File: src/verilog/ilo_params.svh
/*
 constants of the indexed literal offset executor: opcodes, thresholds, reset values.
 assumes a core that presents one 16-bit instruction word per instruction cycle.
*/
// Operation
// [RL1] with the extension on, an access-bank operand below 5Fh is an offset added to the stack-frame pointer.
// [RL2] indexing applies only when the access-bank select bit is 0 and the extension is on, else the operand is literal.
// [RL3] the indexed add (0010 01d0 kkkk kkkk) adds the working register to the byte at pointer plus offset.
// [RL4] the indexed add writes the sum to the working register when d is 0 and back to memory when d is 1.
// [RL5] the indexed add updates negative, overflow, carry, digit carry and zero flags from its result.
// [RL6] the indexed bit set (1000 bbb0 kkkk kkkk) sets bit b of the byte at pointer plus offset, others kept.
// [RL7] the indexed set-all (0110 1000 kkkk kkkk) writes FFh to the byte at pointer plus offset, flags unchanged.
// [RL8] extended addressing is active only when the extended-set configuration bit is 1.
// [RL9] each instruction takes one instruction cycle of four phases: decode, read, process, write.
`ifndef ILO_PARAMS_SVH
`define ILO_PARAMS_SVH

// ----------------------------------------
// opcode fields, offset limit and set-all value
// ----------------------------------------
`define ILO_OP_ADD_HI    6'h09
`define ILO_OP_BITSET_HI 4'h8
`define ILO_OP_SETALL_HI 8'h68
`define ILO_IDX_LIMIT    8'h5F
`define ILO_ALL_ONES     8'hFF

// ----------------------------------------
// reset values
// ----------------------------------------
`define ILO_W_RST        8'h00
`define ILO_PTR_RST      12'h000
`define ILO_STATUS_RST   5'h00

`endif

File: src/verilog/ilo_pkg.sv
/*
 types of the indexed literal offset executor.
 assumes ilo_params.svh is on the include path.
*/
package ilo_pkg;

	typedef enum logic [1:0]
	{
		PH_DECODE  = 2'b00,
		PH_READ    = 2'b01,
		PH_PROCESS = 2'b10,
		PH_WRITE   = 2'b11
	} phase_t;

	typedef enum logic [1:0]
	{
		OP_NONE = 2'b00,
		OP_ADD  = 2'b01,
		OP_BIT_SET = 2'b10,
		OP_SET_ALL = 2'b11
	} op_t;

	// negative, overflow, zero, digit carry, carry
	typedef struct packed
	{
		logic negative_flag;
		logic overflow_flag;
		logic zero_flag;
		logic digit_carry_flag;
		logic carry_flag;
	} status_t;

	typedef struct packed
	{
		logic        wr;
		logic        rd;
		logic [11:0] addr;
		logic [7:0]  wdata;
	} mem_req_t;

endpackage : ilo_pkg
File: src/verilog/ilo_alu.sv
/*
 combinational add, bit set and set-all for one data byte.
 assumes operands are stable during the process phase.
*/
`timescale 1ns/1ps
`include "ilo_params.svh"

module ilo_alu
	import ilo_pkg::*;
(
	// operation
	input  wire op_t     op,
	input  wire logic [2:0] bit_sel,
	// operands
	input  wire logic [7:0] work,
	input  wire logic [7:0] data,
	// result
	output logic [7:0]      result,
	output status_t         flags
);

	logic [8:0] sum;
	logic [4:0] low;

	always_comb
	begin
		sum    = {1'b0, work} + {1'b0, data};
		low    = {1'b0, work[3:0]} + {1'b0, data[3:0]};
		result = data;
		flags  = '0;
		case (op)
			OP_ADD:
			begin
				result                 = sum[7:0];                                  // [RL3]
				flags.carry_flag       = sum[8];                                    // [RL5]
				flags.digit_carry_flag = low[4];                                    // [RL5]
				flags.zero_flag        = (sum[7:0] == 8'h00);                       // [RL5]
				flags.negative_flag    = sum[7];                                    // [RL5]
				flags.overflow_flag    = (work[7] == data[7]) && (sum[7] != work[7]); // [RL5]
			end
			OP_BIT_SET: result = data | (8'h01 << bit_sel);                     // [RL6]
			OP_SET_ALL: result = `ILO_ALL_ONES;                                   // [RL7]
			default: result = data;
		endcase
	end

endmodule : ilo_alu

File: src/verilog/ilo_exec.sv
/*
 indexed literal offset executor: decodes the indexed add, bit set and
 set-all forms, forms the operand address from the stack-frame pointer and
 runs each accepted instruction through decode, read, process and write.
 anything not indexed is answered with instr_done one cycle after it is
 taken, with no memory access; the literal path belongs to the core.
 assumes a data memory that answers a read within one phase, and a core
 that holds instr_valid with the word until instr_done.
 assumes extended_set_config_bit and stack_frame_pointer come from logic
 on this clock and stay steady while an instruction runs.
 mem_req.rd and mem_req.wr are one-cycle pulses; address and write data
 hold until the next request.
*/
`timescale 1ns/1ps
`include "ilo_params.svh"

module ilo_exec
	import ilo_pkg::*;
(
	// clock and reset
	input  wire  logic        clk,
	input  wire  logic        rstn,
	// configuration
	input  wire  logic        extended_set_config_bit,
	input  wire  logic [11:0] stack_frame_pointer,
	// instruction
	input  wire  logic        instr_valid,
	input  wire  logic [15:0] instr_word,
	// data memory
	input  wire  logic [7:0]  mem_rdata,
	output mem_req_t          mem_req,
	// results
	output logic [7:0]        work_reg,
	output status_t           status,
	output logic              indexed_hit,
	output logic              instr_done
);

	// ----------------------------------------
	// state
	// ----------------------------------------
	typedef struct packed
	{
		phase_t      phase;
		op_t         op;
		logic        dest;
		logic [2:0]  bit_sel;
		logic [7:0]  data;
		logic [7:0]  result;
		status_t     flags;
		mem_req_t    req;
		logic [7:0]  work;
		status_t     stat;
		logic        hit;
		logic        done;
	} state_t;

	state_t     s_q;
	state_t     s_d;
	logic [7:0] alu_result;
	status_t    alu_flags;
	op_t        dec_op;
	logic       is_idx;
	logic       match_add;
	logic       match_bit_set;
	logic       match_set_all;
	logic       offset_ok;
	logic       dec_dest;
	logic [2:0] dec_bit;
	logic [11:0] idx_addr;

	// ----------------------------------------
	// datapath
	// ----------------------------------------
	ilo_alu u_alu
	(
		.op      (s_q.op),
		.bit_sel (s_q.bit_sel),
		.work    (s_q.work),
		.data    (s_q.data),
		.result  (alu_result),
		.flags   (alu_flags)
	);

	// ----------------------------------------
	// decode
	// ----------------------------------------
	always_comb
	begin
		match_add     = (instr_word[15:10] == `ILO_OP_ADD_HI) && !instr_word[8];    // [RL3]
		match_bit_set = (instr_word[15:12] == `ILO_OP_BITSET_HI) && !instr_word[8]; // [RL6]
		match_set_all = (instr_word[15:8] == `ILO_OP_SETALL_HI);                    // [RL7]
		offset_ok     = (instr_word[7:0] < `ILO_IDX_LIMIT);                          // [RL1]
		dec_dest      = instr_word[9];                                               // [RL4]
		dec_bit       = instr_word[11:9];                                            // [RL6]
		idx_addr      = stack_frame_pointer + {4'h0, instr_word[7:0]};               // [RL1] [RL9]
		dec_op        = OP_NONE;
		if (match_add)
			dec_op = OP_ADD;
		else if (match_bit_set)
			dec_op = OP_BIT_SET;
		else if (match_set_all)
			dec_op = OP_SET_ALL;
		// a=0 in bit 8, operand below limit, extension on
		is_idx = extended_set_config_bit                         // [RL8]
			&& !instr_word[8]                                    // [RL2]
			&& offset_ok;                                        // [RL1]
	end

	// ----------------------------------------
	// phase machine
	// ----------------------------------------
	always_comb
	begin
		s_d          = s_q;
		s_d.req.rd   = 1'b0;
		s_d.req.wr   = 1'b0;
		s_d.done     = 1'b0;
		case (s_q.phase)
			PH_DECODE:
			begin
				if (instr_valid && dec_op != OP_NONE && is_idx)
				begin
					s_d.op      = dec_op;
					s_d.dest    = dec_dest;
					s_d.bit_sel = dec_bit;
					s_d.hit     = 1'b1;
					s_d.req.addr = idx_addr;                             // [RL1]
					s_d.req.rd  = 1'b1;
					s_d.phase   = PH_READ;                           // [RL9]
				end
				else
				begin
					s_d.op   = OP_NONE;
					s_d.hit  = 1'b0;
					s_d.done = instr_valid;
				end
			end

			PH_READ:
			begin
				s_d.data  = mem_rdata;
				s_d.phase = PH_PROCESS;                              // [RL9]
			end

			PH_PROCESS:
			begin
				s_d.result = alu_result;
				if (s_q.op == OP_ADD)
					s_d.flags = alu_flags;                           // [RL5]
				else
					s_d.flags = s_q.stat;                            // [RL6] [RL7]
				s_d.phase  = PH_WRITE;                               // [RL9]
			end

			PH_WRITE:
			begin
				case (s_q.op)
					OP_ADD:
					begin
						s_d.stat = s_q.flags;                        // [RL5]
						if (s_q.dest)
						begin
							s_d.req.wr    = 1'b1;                    // [RL4]
							s_d.req.wdata = s_q.result;
						end
						else
							s_d.work = s_q.result;                   // [RL4]
					end
					OP_BIT_SET:
					begin
						s_d.req.wr    = 1'b1;                        // [RL6]
						s_d.req.wdata = s_q.result;
					end
					OP_SET_ALL:
					begin
						s_d.req.wr    = 1'b1;                        // [RL7]
						s_d.req.wdata = s_q.result;
					end
					default: s_d.req.wr = 1'b0;
				endcase
				s_d.done  = 1'b1;
				s_d.phase = PH_DECODE;                               // [RL9]
			end

			default: s_d.phase = PH_DECODE;
		endcase
	end

	// ----------------------------------------
	// state register
	// ----------------------------------------
	always_ff @(posedge clk or negedge rstn)
	begin
		if (!rstn)
		begin
			s_q       <= '0;
			s_q.hit   <= 1'b0;
			s_q.done  <= 1'b0;
			s_q.phase <= PH_DECODE;
			s_q.op    <= OP_NONE;
			s_q.work  <= `ILO_W_RST;
			s_q.stat  <= `ILO_STATUS_RST;
		end
		else
			s_q <= s_d;
	end

	// ----------------------------------------
	// outputs
	// ----------------------------------------
	assign mem_req     = s_q.req;
	assign work_reg    = s_q.work;
	assign status      = s_q.stat;
	assign indexed_hit = s_q.hit;
	assign instr_done  = s_q.done;

endmodule : ilo_exec

File: config.mk
export PLATFORM = sky130hd
export DESIGN_NAME = ilo_exec
export DESIGN_NICKNAME = d
export VERILOG_FILES = /design/src/verilog/ilo_pkg.sv /design/src/verilog/ilo_alu.sv /design/src/verilog/ilo_exec.sv
export VERILOG_INCLUDE_DIRS = /design/src /design/src/verilog
export SDC_FILE = /design/constraint.sdc
export NUM_CORES = 1
export LEC_CHECK = 0
export BUFFER_PORTS_ARGS = -buffer_cell sky130_fd_sc_hd__buf_2
export CAP_MARGIN = 25
export CORE_UTILIZATION = 35
export CTS_CLUSTER_SIZE = 8
export DETAILED_ROUTE_END_ITERATION = 10
export GPL_TIMING_DRIVEN = 1
export HOLD_SLACK_MARGIN = 0.08
export PLACE_DENSITY = 0.57
export SYNTH_ARGS = -nofsm -noshare
export SYNTH_HDL_FRONTEND = slang
export SYNTH_SLANG_ARGS = --single-unit
File: constraint.sdc
create_clock -name clk -period 2.7 [get_ports clk]
set_clock_uncertainty 0.1 [all_clocks]
set_input_delay 0.405 -clock clk [delete_from_list [all_inputs] [get_ports clk]]
set_output_delay 0.405 -clock clk [all_outputs]
set_load 0.02 [all_outputs]
# Yosys cells after proc, flatten, opt, wreduce, memory -nomap -nowiden

Index checks and enable logic that the tools add are counted.

Bits of input ports: 40
Register bits: 66

Add/subtract/negate cells: 3
Shift-type cells: 1
Multiplexer cells: 18
Reduce and logical (&&, ||, !) cells: 17
Equal/unequal tests: 13
Bitwise gates (word level): 2
Magnitude comparators: 1

Operators by type and width:

| kind                                                                 | number |
|---|---|
| 13-bit 2-to-1 mux                                                    | 2 |
| 8-bit one-hot mux with 3 select lines                                | 1 |
| 8-bit one-hot mux with 2 select lines                                | 1 |
| 12-bit by 8-bit adder with 12-bit output                             | 1 |
| 2-bit 2-to-1 mux                                                     | 5 |
| 8-bit by 8-bit adder with 9-bit output                               | 1 |
| 2-bit == test, second input constant                                 | 4 |
| 8-bit by 7-bit == test with 1-bit output, second input constant      | 1 |
| 8-bit logical NOT                                                    | 1 |
| 8-bit by 7-bit < comparator with 1-bit output, second input constant | 1 |
| 8-bit 2-to-1 mux                                                     | 1 |
| 8-bit OR                                                             | 1 |
| 2-bit one-hot mux with 4 select lines                                | 1 |
| 1-bit by 3-bit << shifter with 8-bit output, first input constant    | 1 |
| 1-bit logical AND                                                    | 7 |
| 6-bit by 4-bit == test with 1-bit output, second input constant      | 1 |
| 3-bit AND reduction                                                  | 2 |
| 4-bit by 4-bit adder with 5-bit output                               | 1 |
| 5-bit 2-to-1 mux                                                     | 1 |
| 2-bit by 1-bit == test with 1-bit output, second input constant      | 2 |
| 4-bit == test, second input constant                                 | 1 |
| 1-bit 2-to-1 mux                                                     | 4 |
| 2-bit inequality test, second input constant                         | 2 |
| 1-bit one-hot mux with 2 select lines                                | 2 |
| 8 further kinds                                                      | 10 |

# Logic depth before layout (Yosys ltp)

Gate-level depths: netlist of run 1.

Depth after elaboration: 9
Mapped depth: 9

# By module

A second synthesis of run 1 with hierarchy kept.

Cells, all modules: 377
Area, all modules: 3926.3 µm²

Modules (own cells, without submodules):

| module   | area an instance (µm²) | cells each | instances |
|---|---|---|---|
| ilo_exec | 3388.2                 | 305        | 1 |
| ilo_alu  | 538.0                  | 72         | 1 |

# Worst setup path after synthesis of run 1

OpenSTA, ideal clock, no wires.

Kind: register to register
From: reg work_reg[0] (netlist name)
To: reg s_q[39] (netlist name)
Stages on the path, launching flop included: 8
Required time: 2508 ps
Arrival: 2222 ps
Setup slack: 286 ps
Path buffers: 0
Library setup time: 92 ps
Clock period less this slack: 2414 ps
Cells stage by stage: dfrtp_1 ha_1 inv_1 fa_1 nand2_1 or4_1 or4_1 o31ai_2

Word-level cells in the longest chain between the ends: 3

Ends and longest elaborated chain:

| element                                | line            | RTL |
|---|---|---|
| 8-bit by 8-bit adder with 9-bit output | ilo_alu.sv:27   | `sum = {1'b0, work} + {1'b0, data};` |
| 8-bit logical NOT                      | ilo_alu.sv:37   | `flags.zero_flag = (sum[7:0] == 8'h00);` |
| 5-bit 2-to-1 mux                       | ilo_exec.sv:149 | `if (s_q.op == OP_ADD)` |
| end, declared                          | ilo_exec.sv:58  | `state_t s_q;` |

Every way passes these cells.
A chain may end at the register's enable or synchronous reset.

# Worst setup path after layout of run 1

From: reg s_q[50] (netlist name)
To: reg s_q[39] (netlist name)

Word-level cells in the longest chain between the ends: 3

Ends and longest elaborated chain:

| element                                | line |
|---|---|
| 8-bit by 8-bit adder with 9-bit output | ilo_alu.sv:27 |
| 8-bit logical NOT                      | ilo_alu.sv:37 |
| 5-bit 2-to-1 mux                       | ilo_exec.sv:149 |

Every way passes these cells.

==> report_table.html, run 1 <==
<table>
<tr><th>Metric</th><th>Value</th></tr>
<tr><th colspan="2">Critical path</th></tr>
<tr><td>Setup slack, reg-to-reg</td><td>0.16 ns</td></tr>
<tr><td>Data arrival time of the worst path</td><td>2.69 ns</td></tr>
<tr><td>Setup crit end kind</td><td>register</td></tr>
<tr><td>Worst setup path category</td><td>register to register</td></tr>
<tr><td>Worst endpoint required time</td><td>2.86 ns</td></tr>
<tr><td>Largest driver fanout on the critical path</td><td>3</td></tr>
<tr><td>Category of the worst setup path launch point</td><td>register</td></tr>
<tr><th colspan="2">Yosys</th></tr>
<tr><td>Sequential area share after synthesis</td><td>43.3%</td></tr>
<tr><td>Leading post-synthesis cells by cell area</td><td>sky130_fd_sc_hd__dfrtp_1 43%, sky130_fd_sc_hd__buf_4 7.0%, sky130_fd_sc_hd__ha_1 6.7%</td></tr>
<tr><td>Unique masters post-synth</td><td>55</td></tr>
<tr><td>Predominant post-synthesis flop cell</td><td>sky130_fd_sc_hd__dfrtp_1</td></tr>
<tr><td>Fraction of registers with async set/reset</td><td>100%</td></tr>
<tr><td>Mean Syn Cell Area</td><td>9.49 sq um</td></tr>
<tr><td>Cell type with the highest aggregate area in the netlist</td><td>sky130_fd_sc_hd__dfrtp_1</td></tr>
<tr><td>Synth warnings</td><td>0</td></tr>
<tr><td>Number of enable flip-flop cells after synthesis</td><td>0</td></tr>
<tr><td>Net count after synthesis</td><td>458</td></tr>
<tr><td>Share of Yosys cell area claimed by the top area cell type</td><td>43.3%</td></tr>
<tr><td>Post-synthesis sequential element count</td><td>65</td></tr>
<tr><td>Synth Cell Area</td><td>roughly 3800 sq um</td></tr>
<tr><td>Post-synthesis instance total</td><td>between 300 and 400</td></tr>
<tr><th colspan="2">Route</th></tr>
<tr><td>First-pass iteration count of the detailed router</td><td>4</td></tr>
<tr><td>Vias</td><td>2853</td></tr>
<tr><td>Amount of wire on met3 after detailed routing</td><td>441 um</td></tr>
<tr><td>Drt initial violations</td><td>around 100</td></tr>
<tr><td>Topmost layer with routed signal wires</td><td>met4</td></tr>
<tr><td>Final wirelength</td><td>between 8000 and 9000 um</td></tr>
<tr><td>Count of antenna-violating nets left after detailed routing</td><td>0</td></tr>
<tr><td>Detail-routed via count per cell</td><td>4.89</td></tr>
<tr><td>WL met2</td><td>3900 um</td></tr>
<tr><td>Met1 wire length</td><td>just under 4000 um</td></tr>
<tr><td>Per-cell routed wire length</td><td>14.4 um</td></tr>
<tr><td>Number of remaining DRC errors</td><td>0</td></tr>
<tr><th colspan="2">Placed design</th></tr>
<tr><td>Input/output buffers</td><td>76</td></tr>
<tr><td>RD Place Congestion</td><td>about 0.84</td></tr>
<tr><td>Post-DP HPWL</td><td>6380 um</td></tr>
<tr><th colspan="2">Finish</th></tr>
<tr><td>Final core occ</td><td>between 40% and 50%</td></tr>
<tr><td>Relative area change from synthesis to final layout</td><td>13.2%</td></tr>
<tr><td>NumNets Final</td><td>between 500 and 600</td></tr>
<tr><td>Max FFs per register</td><td>28</td></tr>
<tr><td>Antenna Cells</td><td>0</td></tr>
<tr><td>Fraction of layout cells with a size suffix above 1</td><td>26.0%</td></tr>
<tr><td>Leading cell type in the layout, fill and taps excluded</td><td>sky130_fd_sc_hd__buf_2</td></tr>
<tr><td>Commonest non-fill, non-tap cells in the layout</td><td>76 x sky130_fd_sc_hd__buf_2, 66 x sky130_fd_sc_hd__nand2_1, 65 x sky130_fd_sc_hd__dfrtp_1</td></tr>
<tr><th colspan="2">Timing</th></tr>
<tr><td>Timing-limited maximum frequency</td><td>a little under 400 MHz</td></tr>
<tr><td>Number of max-slew violations in the final report</td><td>0</td></tr>
<tr><td>RSZ-0062 raised after global routing</td><td>false</td></tr>
<tr><td>Hold violation total from the final report</td><td>0</td></tr>
<tr><td>Worst-margin pin slew</td><td>0.681 ns</td></tr>
<tr><td>Final worst path period share</td><td>94.0%</td></tr>
<tr><td>Worst-case headroom to the max-slew limit</td><td>54.6%</td></tr>
<tr><td>Tmin final</td><td>2.54 ns</td></tr>
<tr><td>Fin Setup TNS</td><td>0 ns</td></tr>
<tr><td>Total setup violations reported at the end of the flow</td><td>0</td></tr>
<tr><th colspan="2">Pwr</th></tr>
<tr><td>Maximum ir drop on the vdd rail</td><td>0.000231 V</td></tr>
<tr><td>Fraction of power consumed by sequential logic</td><td>43.0%</td></tr>
<tr><td>Static leakage power</td><td>2.08 nW</td></tr>
<tr><td>P_sw</td><td>between 0.001 and 0.0015 W</td></tr>
<tr><td>Power after layout</td><td>0.00301 W</td></tr>
<tr><td>Power density over the cells</td><td>708 nW/um^2</td></tr>
<tr><td>Int Pwr</td><td>roughly 0.0020 W</td></tr>
<tr><td>Clock group share of total power</td><td>between 20% and 30%</td></tr>
<tr><td>Logic pwr share</td><td>30.7%</td></tr>
<tr><td>Switching share of total power</td><td>~33%</td></tr>
<tr><th colspan="2">CTS</th></tr>
<tr><td>Number of clock buffers inserted by TritonCTS</td><td>9</td></tr>
<tr><td>Clk pin slew, worst setup/hold paths</td><td>0.07 ns</td></tr>
<tr><td>Cell chosen for the clock root</td><td>sky130_fd_sc_hd__clkbuf_8</td></tr>
<tr><td>CTS tree</td><td>yes</td></tr>
<tr><td>Post-CTS Repair Setup Buffers</td><td>0</td></tr>
<tr><td>PostCTS Resize Cnt</td><td>0</td></tr>
<tr><td>Total number of H-tree levels</td><td>3</td></tr>
<tr><td>CTS Buffer Depth</td><td>2</td></tr>
<tr><td>Number of sinks handled by clock tree synthesis</td><td>65</td></tr>
<tr><td>Clk_lat worst skew</td><td>0.34 ns</td></tr>
<tr><td>Post-cts hold buffer count</td><td>1</td></tr>
<tr><th colspan="2">Die</th></tr>
<tr><td>Total Die Area</td><td>approximately 11000 sq um</td></tr>
<tr><td>Chip Width</td><td>106 um</td></tr>
<tr><td>Number of top-level pins</td><td>77</td></tr>
<tr><td>Initial Util</td><td>~36%</td></tr>
<tr><td>Die height</td><td>106 um</td></tr>
<tr><td>Number of rows in the core area</td><td>37</td></tr>
<tr><td>Core Region</td><td>10400 sq um</td></tr>
<tr><th colspan="2">GRT</th></tr>
<tr><td>Total grt overflow</td><td>0</td></tr>
<tr><td>Gr usage total</td><td>16.4%</td></tr>
<tr><td>Maximum number of pins on one net before global-route repair</td><td>38</td></tr>
<tr><td>Wire length of the first global-routing pass</td><td>14200 um</td></tr>
<tr><td>Number of global-route vias before repair</td><td>2878</td></tr>
<tr><td>Number of antenna violations at the first check in global routing</td><td>0</td></tr>
<tr><th colspan="2">Run status</th></tr>
<tr><td>Run status</td><td>finished, final reports clean</td></tr>
<tr><th colspan="2">Run</th></tr>
<tr><td>Max-capacitance violation count</td><td>0</td></tr>
<tr><th colspan="2">Worst hold path</th></tr>
<tr><td>Worst min-delay path class</td><td>input port to register</td></tr>
</table>
==> worst max-delay path, stage by stage, from the launching register on <==
cell and delay (ns):
sky130_fd_sc_hd__dfrtp_1 0.37, sky130_fd_sc_hd__ha_1 0.21, sky130_fd_sc_hd__inv_1 0.06, sky130_fd_sc_hd__fa_1 0.50, sky130_fd_sc_hd__nand2_1 0.05, sky130_fd_sc_hd__or4_1 0.46
sky130_fd_sc_hd__or4_1 0.49, sky130_fd_sc_hd__o31ai_2 0.21
==> path summary, 6_finish.rpt <==
path | startpoint | to | cells after the start
worst max-delay path | s_q[50]$_DFFE_PN0N_ | s_q[39]$_DFFE_PN0P_ | 7
worst min register to register | mem_req[6]$_DFFE_PN0P_ | mem_req[6]$_DFFE_PN0P_ | 2
min in group asynchronous | rstn | mem_req[21]$_DFF_PN0_ | 2
worst max register to register | s_q[50]$_DFFE_PN0N_ | s_q[39]$_DFFE_PN0P_ | 7
max in group asynchronous | rstn | status[2]$_DFFE_PN0P_ | 3
worst min-delay path | instr_word[9] | s_q[58]$_DFFE_PN0P_ | 3
==> power groups by stage <==
stage / clock [W] / sequential (W) / combinational [W]
3_5_place_dp: 0 / 0.00131 / 0.000932
3_3_place_gp: 0 / 0.00130 / 0.000907
2_1_floorplan: 0 / 0.00128 / 0.000686
5_1_grt: 0.000861 / 0.00132 / 0.00105
4_1_cts: 0.000817 / 0.00130 / 0.000937
6_report: 0.000793 / 0.00130 / 0.000926
==> stage by stage <==
step / worst slack (ns) / cell area, sq um / cells / hold slack (ns)
6_report: 0.163 / 4260 / 583 / 0.173
5_1_grt: 0.0287 / 4260 / 583 / 0.169
4_1_cts: 0.158 / 4260 / 583 / 0.161
3_5_place_dp: 0.183 / 4060 / 568 / 0.360
3_3_place_gp: 0.230 / 4060 / 568 / 0.352
2_1_floorplan: 0.286 / 3760 / 396 / 0.00941
==> logic make-up after synthesis <==
kind of cell | Yosys count | synth area share [%]
AOI/OAI and AO/OA | 87 | 14.3
adders and majority gates | 22 | 7.72
muxes | 23 | 6.79
DFF | 65 | 43.3
xor gates and xnor gates | 13 | 3.03
buffers and inverters | 62 | 9.75
and+or+nand+nor | 124 | 15.1
==> cells in the mapped netlist, drive strengths merged, types with 3 or more instances <==
| master | instances |
|---|---|
| nand2b | 4 |
| a211oi | 4 |
| nand3 | 4 |
| xnor2 | 7 |
| o21a | 3 |
| mux2i | 3 |
| a31oi | 5 |
| buf | 36 |
| xor2 | 6 |
| o21ai | 28 |
| nand2 | 67 |
| a21o | 4 |
| o22ai | 6 |
| mux2 | 20 |
| ha | 20 |
| clkbuf | 11 |
| nor2b | 3 |
| dfrtp | 65 |
| inv | 15 |
| nor3 | 4 |
| a21oi | 21 |
| nor2 | 25 |
| nor3b | 3 |
==> area by class of cell <==
type                       count  area [sq um]
timing repair buffer          84           455
clock buffer                  10           138
tap                          136           170
fill                        1070          6110
inverter                      15          56.3
multi-input combinational    269          1770
clock inverter                 4          45.0
sequential                    65          1630
==> routing by layer <==
metal | global-route usage, % | vias to the layer above
met5 | 0 | -
met4 | 4.46 | 0
met3 | 4.95 | 5
met2 | 26.6 | 85
met1 | 21.2 | 1326
li1 | - | 1437
(Power assumes the default switching activity.)
==> run 2: changes to the inputs <==
Settings changed: MAX_ROUTING_LAYER set to met4, SYNTH_HIERARCHICAL set to 1.
==> report_table.html, run 2 <==
<table>
<tr><th>Metric</th><th>Value</th></tr>
<tr><th colspan="2">GRT</th></tr>
<tr><td>Wire length of the first global-routing pass</td><td>13800 um (-2.6%)</td></tr>
<tr><td>Number of antenna violations at the first check in global routing</td><td>0 (unchanged)</td></tr>
<tr><td>Gr usage total</td><td>16.0% (-0.35 points)</td></tr>
<tr><td>Total grt overflow</td><td>0 (unchanged)</td></tr>
<tr><td>Maximum number of pins on one net before global-route repair</td><td>66 (+74%)</td></tr>
<tr><td>Number of global-route vias before repair</td><td>2745 (-4.6%)</td></tr>
<tr><th colspan="2">Critical path</th></tr>
<tr><td>Setup crit end kind</td><td>register</td></tr>
<tr><td>Category of the worst setup path launch point</td><td>register</td></tr>
<tr><td>Worst endpoint required time</td><td>2.87 ns (about the same)</td></tr>
<tr><td>Largest driver fanout on the critical path</td><td>3 (unchanged)</td></tr>
<tr><td>Worst setup path category</td><td>register to register</td></tr>
<tr><td>Data arrival time of the worst path</td><td>2.71 ns (+0.02 ns)</td></tr>
<tr><th colspan="2">Yosys</th></tr>
<tr><td>Leading post-synthesis cells by cell area</td><td>sky130_fd_sc_hd__dfrtp_1 41%, sky130_fd_sc_hd__mux2_2 9.2%, sky130_fd_sc_hd__buf_4 6.9%</td></tr>
<tr><td>XOR/XNOR share of the synthesized area</td><td>2.45% (-0.58 points)</td></tr>
<tr><td>Net count after synthesis</td><td>439 (-4.1%)</td></tr>
<tr><td>Share of Yosys cell area claimed by the top area cell type</td><td>41.4% (-1.8 points)</td></tr>
<tr><td>Sequential area share after synthesis</td><td>41.4% (-1.8 points)</td></tr>
<tr><td>Predominant post-synthesis flop cell</td><td>sky130_fd_sc_hd__dfrtp_1</td></tr>
<tr><td>Number of enable flip-flop cells after synthesis</td><td>0 (unchanged)</td></tr>
<tr><td>Post-Synth Simple-Gate Area</td><td>14.1% (-0.99 points)</td></tr>
<tr><td>Mux contribution to synthesized area</td><td>11.9% (+5.1 points)</td></tr>
<tr><td>Unique masters post-synth</td><td>62 (+13%)</td></tr>
<tr><td>Post-synthesis instance total</td><td>377 (-4.8%)</td></tr>
<tr><td>Ranking of synthesized cells by instance count</td><td>65 x sky130_fd_sc_hd__dfrtp_1, 46 x sky130_fd_sc_hd__nand2_1, 36 x sky130_fd_sc_hd__buf_4</td></tr>
<tr><td>Mean Syn Cell Area</td><td>10.4 sq um (+9.7%)</td></tr>
<tr><td>Fraction of registers with async set/reset</td><td>100% (unchanged)</td></tr>
<tr><td>Main combinational cell family by area after synthesis</td><td>simple AND/OR/NAND/NOR gates</td></tr>
<tr><td>Synthesized-area fraction occupied by ao, oa, aoi and oai cells</td><td>13.8% (-0.58 points)</td></tr>
<tr><td>Post-synthesis sequential element count</td><td>65 (unchanged)</td></tr>
<tr><td>Synth warnings</td><td>6 (+6)</td></tr>
<tr><td>Post-Synth Adder-Cell Area</td><td>7.39% (-0.33 points)</td></tr>
<tr><td>Cell type with the highest aggregate area in the netlist</td><td>sky130_fd_sc_hd__dfrtp_1</td></tr>
<tr><td>Synth Cell Area</td><td>3930 sq um (+4.5%)</td></tr>
<tr><td>Most common cell in the synthesized netlist</td><td>sky130_fd_sc_hd__dfrtp_1</td></tr>
<tr><th colspan="2">CTS</th></tr>
<tr><td>Number of clock buffers inserted by TritonCTS</td><td>9 (unchanged)</td></tr>
<tr><td>Cell chosen for the clock root</td><td>sky130_fd_sc_hd__clkbuf_8</td></tr>
<tr><td>CTS tree</td><td>yes</td></tr>
<tr><td>PostCTS Resize Cnt</td><td>0 (unchanged)</td></tr>
<tr><td>Total number of H-tree levels</td><td>3 (unchanged)</td></tr>
<tr><td>Clk_lat worst skew</td><td>0.35 ns (about the same)</td></tr>
<tr><td>Number of sinks handled by clock tree synthesis</td><td>65 (unchanged)</td></tr>
<tr><td>CTS Buffer Depth</td><td>2 (unchanged)</td></tr>
<tr><td>Clk pin slew, worst setup/hold paths</td><td>0.08 ns (about the same)</td></tr>
<tr><th colspan="2">Finish</th></tr>
<tr><td>Leading cell type in the layout, fill and taps excluded</td><td>sky130_fd_sc_hd__buf_2</td></tr>
<tr><td>Commonest non-fill, non-tap cells in the layout</td><td>76 x sky130_fd_sc_hd__buf_2, 65 x sky130_fd_sc_hd__dfrtp_1, 46 x sky130_fd_sc_hd__nand2_1</td></tr>
<tr><td>NumNets Final</td><td>488 (-3.6%)</td></tr>
<tr><td>Multi-input logic area</td><td>1950 sq um (+10%)</td></tr>
<tr><td>Max FFs per register</td><td>28 (unchanged)</td></tr>
<tr><td>Fraction of layout cells with a size suffix above 1</td><td>33.9% (+7.9 points)</td></tr>
<tr><td># fillers</td><td>1079 (+0.84%)</td></tr>
<tr><td>Relative area change from synthesis to final layout</td><td>14.3%</td></tr>
<tr><td>Antenna Cells</td><td>0 (unchanged)</td></tr>
<tr><td>FF+latch area</td><td>1630 sq um (unchanged)</td></tr>
<tr><th colspan="2">Placed design</th></tr>
<tr><td>Input/output buffers</td><td>76 (unchanged)</td></tr>
<tr><td>Minimum setup slack after placement</td><td>0.205 ns (+0.0224 ns)</td></tr>
<tr><td>Post-DP HPWL</td><td>6360 um (-0.34%)</td></tr>
<tr><td>RD Place Congestion</td><td>0.837 (-0.63%)</td></tr>
<tr><th colspan="2">Pwr</th></tr>
<tr><td>Power after layout</td><td>0.00333 W (+11%)</td></tr>
<tr><td>Power density over the cells</td><td>743 nW/um^2 (+4.9%)</td></tr>
<tr><td>Maximum ir drop on the vdd rail</td><td>0.000245 V (+6.2%)</td></tr>
<tr><td>Static leakage power</td><td>2.25 nW (+8.1%)</td></tr>
<tr><th colspan="2">Timing</th></tr>
<tr><td>Worst setup margin</td><td>0.163 ns (+0.000359 ns)</td></tr>
<tr><td>RSZ-0062 raised after global routing</td><td>false</td></tr>
<tr><td>Timing-limited maximum frequency</td><td>394 MHz (about the same)</td></tr>
<tr><td>Worst-margin pin slew</td><td>0.546 ns (-0.135 ns)</td></tr>
<tr><td>Hold violation total from the final report</td><td>0 (unchanged)</td></tr>
<tr><td>Fin Setup TNS</td><td>0 ns (unchanged)</td></tr>
<tr><td>Number of max-slew violations in the final report</td><td>0 (unchanged)</td></tr>
<tr><td>Total setup violations reported at the end of the flow</td><td>0 (unchanged)</td></tr>
<tr><td>Final worst path period share</td><td>94.0% (about the same)</td></tr>
<tr><td>Worst-case headroom to the max-slew limit</td><td>63.6% (+9.0 points)</td></tr>
<tr><td>Worst hold margin</td><td>0.183 ns (+0.00967 ns)</td></tr>
<tr><td>Tmin final</td><td>2.54 ns (-0.000359 ns)</td></tr>
<tr><th colspan="2">Route</th></tr>
<tr><td>Per-cell routed wire length</td><td>14.8 um (+3.1%)</td></tr>
<tr><td>Vias</td><td>2829 (-0.84%)</td></tr>
<tr><td>Final wirelength</td><td>8470 um (+1.0%)</td></tr>
<tr><td>Number of remaining DRC errors</td><td>0 (unchanged)</td></tr>
<tr><td>Drt initial violations</td><td>126 (+24%)</td></tr>
<tr><td>Count of antenna-violating nets left after detailed routing</td><td>0 (unchanged)</td></tr>
<tr><td>First-pass iteration count of the detailed router</td><td>4 (unchanged)</td></tr>
<tr><td>Detail-routed via count per cell</td><td>4.95 (+1.2%)</td></tr>
<tr><th colspan="2">Die</th></tr>
<tr><td>Initial Util</td><td>36.1% (-0.18 points)</td></tr>
<tr><td>Total Die Area</td><td>11600 sq um (+4.4%)</td></tr>
<tr><td>Chip Width</td><td>108 um (+2.2%)</td></tr>
<tr><td>Number of rows in the core area</td><td>38 (+2.7%)</td></tr>
<tr><td>Die height</td><td>108 um (+2.2%)</td></tr>
<tr><td>Number of top-level pins</td><td>77 (unchanged)</td></tr>
<tr><td>Core Region</td><td>10900 sq um (+5.0%)</td></tr>
<tr><th colspan="2">Run status</th></tr>
<tr><td>Run status</td><td>finished, final reports clean</td></tr>
<tr><th colspan="2">Run</th></tr>
<tr><td>Max-capacitance violation count</td><td>0 (unchanged)</td></tr>
<tr><th colspan="2">Worst hold path</th></tr>
<tr><td>Worst min-delay path class</td><td>input port to register</td></tr>
</table>
==> run 2: cell types whose count changed in the layout (fill, tap and decap cells not counted), moves of 6 or more <==
cell	delta
sky130_fd_sc_hd__mux2_2	+20
sky130_fd_sc_hd__nand2_1	-20
sky130_fd_sc_hd__o21ai_0	-8
sky130_fd_sc_hd__mux2_1	-7
sky130_fd_sc_hd__o21ai_1	-6
sky130_fd_sc_hd__o22ai_1	-6
==> run 2: final timing paths <==
| check | depth (start not counted) | endpoint | slack (ns) | from |
|---|---|---|---|---|
| max | 9 | s_q[39]$_DFFE_PN0P_ | 0.16 | work_reg[0]$_DFFE_PN0P_ |
| min | 2 | s_q[53]$_DFFE_PN0N_ | 0.18 | mem_rdata[3] |
| max reg2reg | 9 | s_q[39]$_DFFE_PN0P_ | 0.16 | work_reg[0]$_DFFE_PN0P_ |
| min reg2reg | 2 | mem_req[6]$_DFFE_PN0P_ | 0.37 | mem_req[6]$_DFFE_PN0P_ |
| max in group asynchronous | 3 | s_q[42]$_DFFE_PN0P_ | 1.70 | rstn |
| min in group asynchronous | 3 | mem_req[18]$_DFFE_PN0P_ | 0.50 | rstn |
==> run 2: kinds of logic after synthesis <==
family	count (synthesis)
DFF	65
buffers and inverters	55
muxes	41
xor gates and xnor gates	11
adders and majority gates	22
and+or+nand+nor	110
AOI/OAI and AO/OA	73
==> run 2: repair_timing <==
item                                   CTS  global route
hold buffers                             1             0
endpoints found under the hold margin   65             0
buffers inserted                         0             0
==> run 2: critical path, stage by stage (launching register included) <==
cell	delay, ns
sky130_fd_sc_hd__dfrtp_1	0.39
sky130_fd_sc_hd__ha_1	0.26
sky130_fd_sc_hd__fa_1	0.45
sky130_fd_sc_hd__a21o_1	0.19
sky130_fd_sc_hd__a21oi_2	0.17
sky130_fd_sc_hd__xnor2_1	0.10
sky130_fd_sc_hd__or3_1	0.41
sky130_fd_sc_hd__nor4_2	0.14
sky130_fd_sc_hd__mux2i_1	0.11
sky130_fd_sc_hd__a21oi_1	0.14
==> run 2: layout make-up <==
class                           instances  share of cell area, %
Multi-Input combinational cell        257                   43.4
Sequential cell                        65                   36.3
Timing Repair Buffer                   83                   9.98
Tap cell                              140                   3.90
Clock buffer                           10                   3.07
Clock inverter                          6                   2.57
Inverter                               10                  0.837
==> run 2: where the power goes <==
part / total, W / leakage [nW] / internal, W / switching (W)
logic: 0.000965 / 1.27 / 0.000481 / 0.000483
clock network: 0.00104 / 0.123 / 0.000641 / 0.000396
registers: 0.00133 / 0.858 / 0.00118 / 0.000154
==> run 2: per-layer routing <==
layer | vias to the layer above | share of wire, % | GRT usage (%)
li1 | 1400 | - | -
met1 | 1369 | 51 | 21.9
met2 | 49 | 44 | 23.5
met3 | 11 | 2.7 | 2.91
met4 | 0 | 1.5 | 5.87
met5 | - | 0 | -
==> run 2: through the flow <==
step / util (%) / std cells / area (sq um)
floorplan: - / 377 / 3930
global placement: 38.8 / 554 / 4220
detailed placement: 38.8 / 554 / 4220
CTS: 41.2 / 571 / 4490
global route: 41.2 / 571 / 4490
finish: 41.2 / 571 / 4490
==> run 3: changes to the inputs <==
Settings changed: REMOVE_ABC_BUFFERS set to 1.
==> report_table.html, run 3 (same netlist as run 2, synthesis figures left out) <==
<table>
<tr><th>Metric</th><th>Value</th></tr>
<tr><th colspan="2">Die</th></tr>
<tr><td>Number of top-level pins</td><td>77 (unchanged)</td></tr>
<tr><td>Die height</td><td>108 um (unchanged)</td></tr>
<tr><td>Total Die Area</td><td>11600 sq um (unchanged)</td></tr>
<tr><td>Core Region</td><td>10900 sq um (unchanged)</td></tr>
<tr><td>Chip Width</td><td>108 um (unchanged)</td></tr>
<tr><td>Initial Util</td><td>36.1% (unchanged)</td></tr>
<tr><td>Number of rows in the core area</td><td>38 (unchanged)</td></tr>
<tr><th colspan="2">GRT</th></tr>
<tr><td>Maximum number of pins on one net before global-route repair</td><td>40 (-39%)</td></tr>
<tr><td>Busiest metal layer after global routing</td><td>met2</td></tr>
<tr><td>Total grt overflow</td><td>0 (unchanged)</td></tr>
<tr><td>Number of global-route vias before repair</td><td>2872 (+4.6%)</td></tr>
<tr><td>Met2 global-route usage</td><td>26.6% (+3.1 points)</td></tr>
<tr><td>GR Util met1</td><td>20.5% (-1.4 points)</td></tr>
<tr><td>Wire length of the first global-routing pass</td><td>14200 um (+2.6%)</td></tr>
<tr><td>Met3 demand-to-capacity share in global routing</td><td>3.87% (+0.97 points)</td></tr>
<tr><td>Number of antenna violations at the first check in global routing</td><td>0 (unchanged)</td></tr>
<tr><td>Gr usage total</td><td>16.6% (+0.63 points)</td></tr>
<tr><th colspan="2">CTS</th></tr>
<tr><td>Clk pin slew, worst setup/hold paths</td><td>0.07 ns (about the same)</td></tr>
<tr><td>PostCTS Resize Cnt</td><td>0 (unchanged)</td></tr>
<tr><td>Clk_lat worst skew</td><td>0.34 ns (about the same)</td></tr>
<tr><td>CTS tree</td><td>yes</td></tr>
<tr><td>Number of sinks handled by clock tree synthesis</td><td>65 (unchanged)</td></tr>
<tr><td>CTS Buffer Depth</td><td>2 (unchanged)</td></tr>
<tr><td>Number of clock buffers inserted by TritonCTS</td><td>9 (unchanged)</td></tr>
<tr><td>Total number of H-tree levels</td><td>3 (unchanged)</td></tr>
<tr><td>Cell chosen for the clock root</td><td>sky130_fd_sc_hd__clkbuf_8</td></tr>
<tr><th colspan="2">Critical path</th></tr>
<tr><td>Largest incremental delay on the critical path</td><td>0.45 ns (about the same)</td></tr>
<tr><td>Worst endpoint required time</td><td>2.87 ns (about the same)</td></tr>
<tr><td>Crit-path slowest cell</td><td>sky130_fd_sc_hd__fa_1</td></tr>
<tr><td>Category of the worst setup path launch point</td><td>register</td></tr>
<tr><td>Cell chain of the critical path</td><td>ha_1 -&gt; fa_1 -&gt; a21o_1 -&gt; a21oi_2 -&gt; xnor2_1 -&gt; or3_1 -&gt; nor4_2 -&gt; mux2i_1 -&gt; a21oi_1</td></tr>
<tr><td>Worst setup path category</td><td>register to register</td></tr>
<tr><td>Data arrival time of the worst path</td><td>2.69 ns (-0.02 ns)</td></tr>
<tr><td>Largest delay share family, worst path</td><td>adder cells</td></tr>
<tr><td>Largest driver fanout on the critical path</td><td>3 (unchanged)</td></tr>
<tr><td>Critical path buffer and inverter count</td><td>0 (unchanged)</td></tr>
<tr><td>Setup crit end kind</td><td>register</td></tr>
<tr><td>Setup slack, reg-to-reg</td><td>0.18 ns (about the same)</td></tr>
<tr><th colspan="2">Pwr</th></tr>
<tr><td>Static leakage power</td><td>2.24 nW (-0.33%)</td></tr>
<tr><td>Switching share of total power</td><td>31.7% (+0.64 points)</td></tr>
<tr><td>Fraction of power consumed by sequential logic</td><td>40.8% (+0.9 points)</td></tr>
<tr><td>Power after layout</td><td>0.00326 W (-2.2%)</td></tr>
<tr><td>Clock group share of total power</td><td>29.2% (-1.9 points)</td></tr>
<tr><td>Logic pwr share</td><td>30.0% (+1.1 points)</td></tr>
<tr><td>Power density over the cells</td><td>730 nW/um^2 (-1.7%)</td></tr>
<tr><td>Int Pwr</td><td>0.00223 W (-3.1%)</td></tr>
<tr><td>P_sw</td><td>0.00103 W (-0.21%)</td></tr>
<tr><td>Maximum ir drop on the vdd rail</td><td>0.000340 V (+38%)</td></tr>
<tr><th colspan="2">Finish</th></tr>
<tr><td>Leading cell type in the layout, fill and taps excluded</td><td>sky130_fd_sc_hd__buf_2</td></tr>
<tr><td>Antenna Cells</td><td>0 (unchanged)</td></tr>
<tr><td>Fraction of layout cells with a size suffix above 1</td><td>33.9% (unchanged)</td></tr>
<tr><td>FF+latch area</td><td>1630 sq um (unchanged)</td></tr>
<tr><td># fillers</td><td>1090 (+1.0%)</td></tr>
<tr><td>Max FFs per register</td><td>28 (unchanged)</td></tr>
<tr><td>NumNets Final</td><td>488 (unchanged)</td></tr>
<tr><td>Multi-input logic area</td><td>1950 sq um (unchanged)</td></tr>
<tr><td>Commonest non-fill, non-tap cells in the layout</td><td>76 x sky130_fd_sc_hd__buf_2, 65 x sky130_fd_sc_hd__dfrtp_1, 46 x sky130_fd_sc_hd__nand2_1</td></tr>
<tr><td>Relative area change from synthesis to final layout</td><td>13.7%</td></tr>
<tr><th colspan="2">Timing</th></tr>
<tr><td>Fin Setup TNS</td><td>0 ns (unchanged)</td></tr>
<tr><td>Worst setup margin</td><td>0.178 ns (+0.0146 ns)</td></tr>
<tr><td>Worst-margin pin slew</td><td>0.648 ns (+0.102 ns)</td></tr>
<tr><td>Final worst path period share</td><td>93.4% (-0.54 points)</td></tr>
<tr><td>RSZ-0062 raised after global routing</td><td>false</td></tr>
<tr><td>Hold violation total from the final report</td><td>0 (unchanged)</td></tr>
<tr><td>Worst hold margin</td><td>0.194 ns (+0.0114 ns)</td></tr>
<tr><td>Worst-case headroom to the max-slew limit</td><td>56.8% (-6.8 points)</td></tr>
<tr><td>Timing-limited maximum frequency</td><td>396 MHz (+0.58%)</td></tr>
<tr><td>Number of max-slew violations in the final report</td><td>0 (unchanged)</td></tr>
<tr><td>Tmin final</td><td>2.52 ns (-0.0146 ns)</td></tr>
<tr><td>Total setup violations reported at the end of the flow</td><td>0 (unchanged)</td></tr>
<tr><th colspan="2">Placed design</th></tr>
<tr><td>RD Place Congestion</td><td>0.903 (+7.9%)</td></tr>
<tr><td>Minimum setup slack after placement</td><td>0.201 ns (-0.00439 ns)</td></tr>
<tr><td>Input/output buffers</td><td>76 (unchanged)</td></tr>
<tr><td>Post-DP HPWL</td><td>6460 um (+1.5%)</td></tr>
<tr><th colspan="2">Route</th></tr>
<tr><td>First-pass iteration count of the detailed router</td><td>4 (unchanged)</td></tr>
<tr><td>Per-cell routed wire length</td><td>15.1 um (+2.1%)</td></tr>
<tr><td>Number of remaining DRC errors</td><td>0 (unchanged)</td></tr>
<tr><td>Drt initial violations</td><td>65 (-48%)</td></tr>
<tr><td>Count of antenna-violating nets left after detailed routing</td><td>0 (unchanged)</td></tr>
<tr><td>Detail-routed via count per cell</td><td>5.05 (+1.9%)</td></tr>
<tr><td>Vias</td><td>2883 (+1.9%)</td></tr>
<tr><td>Final wirelength</td><td>8650 um (+2.1%)</td></tr>
<tr><th colspan="2">Worst hold path</th></tr>
<tr><td>Worst min-delay path class</td><td>input port to register</td></tr>
<tr><th colspan="2">Run status</th></tr>
<tr><td>Run status</td><td>finished, final reports clean</td></tr>
<tr><th colspan="2">Run</th></tr>
<tr><td>Max-capacitance violation count</td><td>0 (unchanged)</td></tr>
</table>
run 3: cell count changes in the layout (fill, tap and decap cells not counted):
cell                        before  now
sky130_fd_sc_hd__clkbuf_8       10   11
sky130_fd_sc_hd__clkinv_4        2    0
sky130_fd_sc_hd__clkinv_2        0    2
sky130_fd_sc_hd__bufinv_16       3    2
run 3: repair_timing:
| item | 4_1_cts | 5_1_grt |
|---|---|---|
| hold buffers | 1 | 0 |
| setup buffers | 0 | 0 |
| endpoints found under the hold margin | 26 | 0 |
run 3: final timing paths:
check	from	end	depth (start not counted)
max	work_reg[0]$_DFFE_PN0P_	s_q[39]$_DFFE_PN0P_	9
min	mem_rdata[2]	s_q[52]$_DFFE_PN0N_	2
max reg2reg	work_reg[0]$_DFFE_PN0P_	s_q[39]$_DFFE_PN0P_	9
min reg2reg	mem_req[5]$_DFFE_PN0P_	mem_req[5]$_DFFE_PN0P_	2
max in group asynchronous	rstn	mem_req[18]$_DFFE_PN0P_	3
min in group asynchronous	rstn	mem_req[7]$_DFFE_PN0P_	2
run 3: layout make-up:
type | count | share of cell area, %
clock buffer | 11 | 3.39
timing repair buffer | 83 | 10.0
tap | 140 | 3.92
inverter | 10 | 0.841
sequential | 65 | 36.4
clock inverter | 5 | 1.74
multi-input combinational | 257 | 43.6
run 3: metrics by stage:
step / std cells / util [%] / area [sq um]
floorplan: 332 / - / 3610
global placement: 554 / 38.8 / 4220
detailed placement: 554 / 38.8 / 4220
CTS: 571 / 41.0 / 4460
global route: 571 / 41.0 / 4460
finish: 571 / 41.0 / 4460
run 3: metal layers:
layer / part of all wire (%) / wire (um)
met1: 47 / 4050
met2: 46 / 3980
met3: 5.8 / 500
met4: 1.4 / 124
met5: 0 / 0
run 3: power groups by stage:
stage / sequential [W] / clock [W] / combinational, W
global route: 0.00137 / 0.00103 / 0.00108
detailed placement: 0.00135 / 0 / 0.000973
finish: 0.00133 / 0.000952 / 0.000978
CTS: 0.00133 / 0.000976 / 0.000984
floorplan: 0.00132 / 0 / 0.000717
global placement: 0.00134 / 0 / 0.000944
run 3: worst register-to-register path: stages (launching register included):
cell and delay (ns):
sky130_fd_sc_hd__dfrtp_1 0.39, sky130_fd_sc_hd__ha_1 0.25, sky130_fd_sc_hd__fa_1 0.45, sky130_fd_sc_hd__a21o_1 0.20, sky130_fd_sc_hd__a21oi_2 0.17, sky130_fd_sc_hd__xnor2_1 0.09
sky130_fd_sc_hd__or3_1 0.39, sky130_fd_sc_hd__nor4_2 0.16, sky130_fd_sc_hd__mux2i_1 0.10, sky130_fd_sc_hd__a21oi_1 0.15
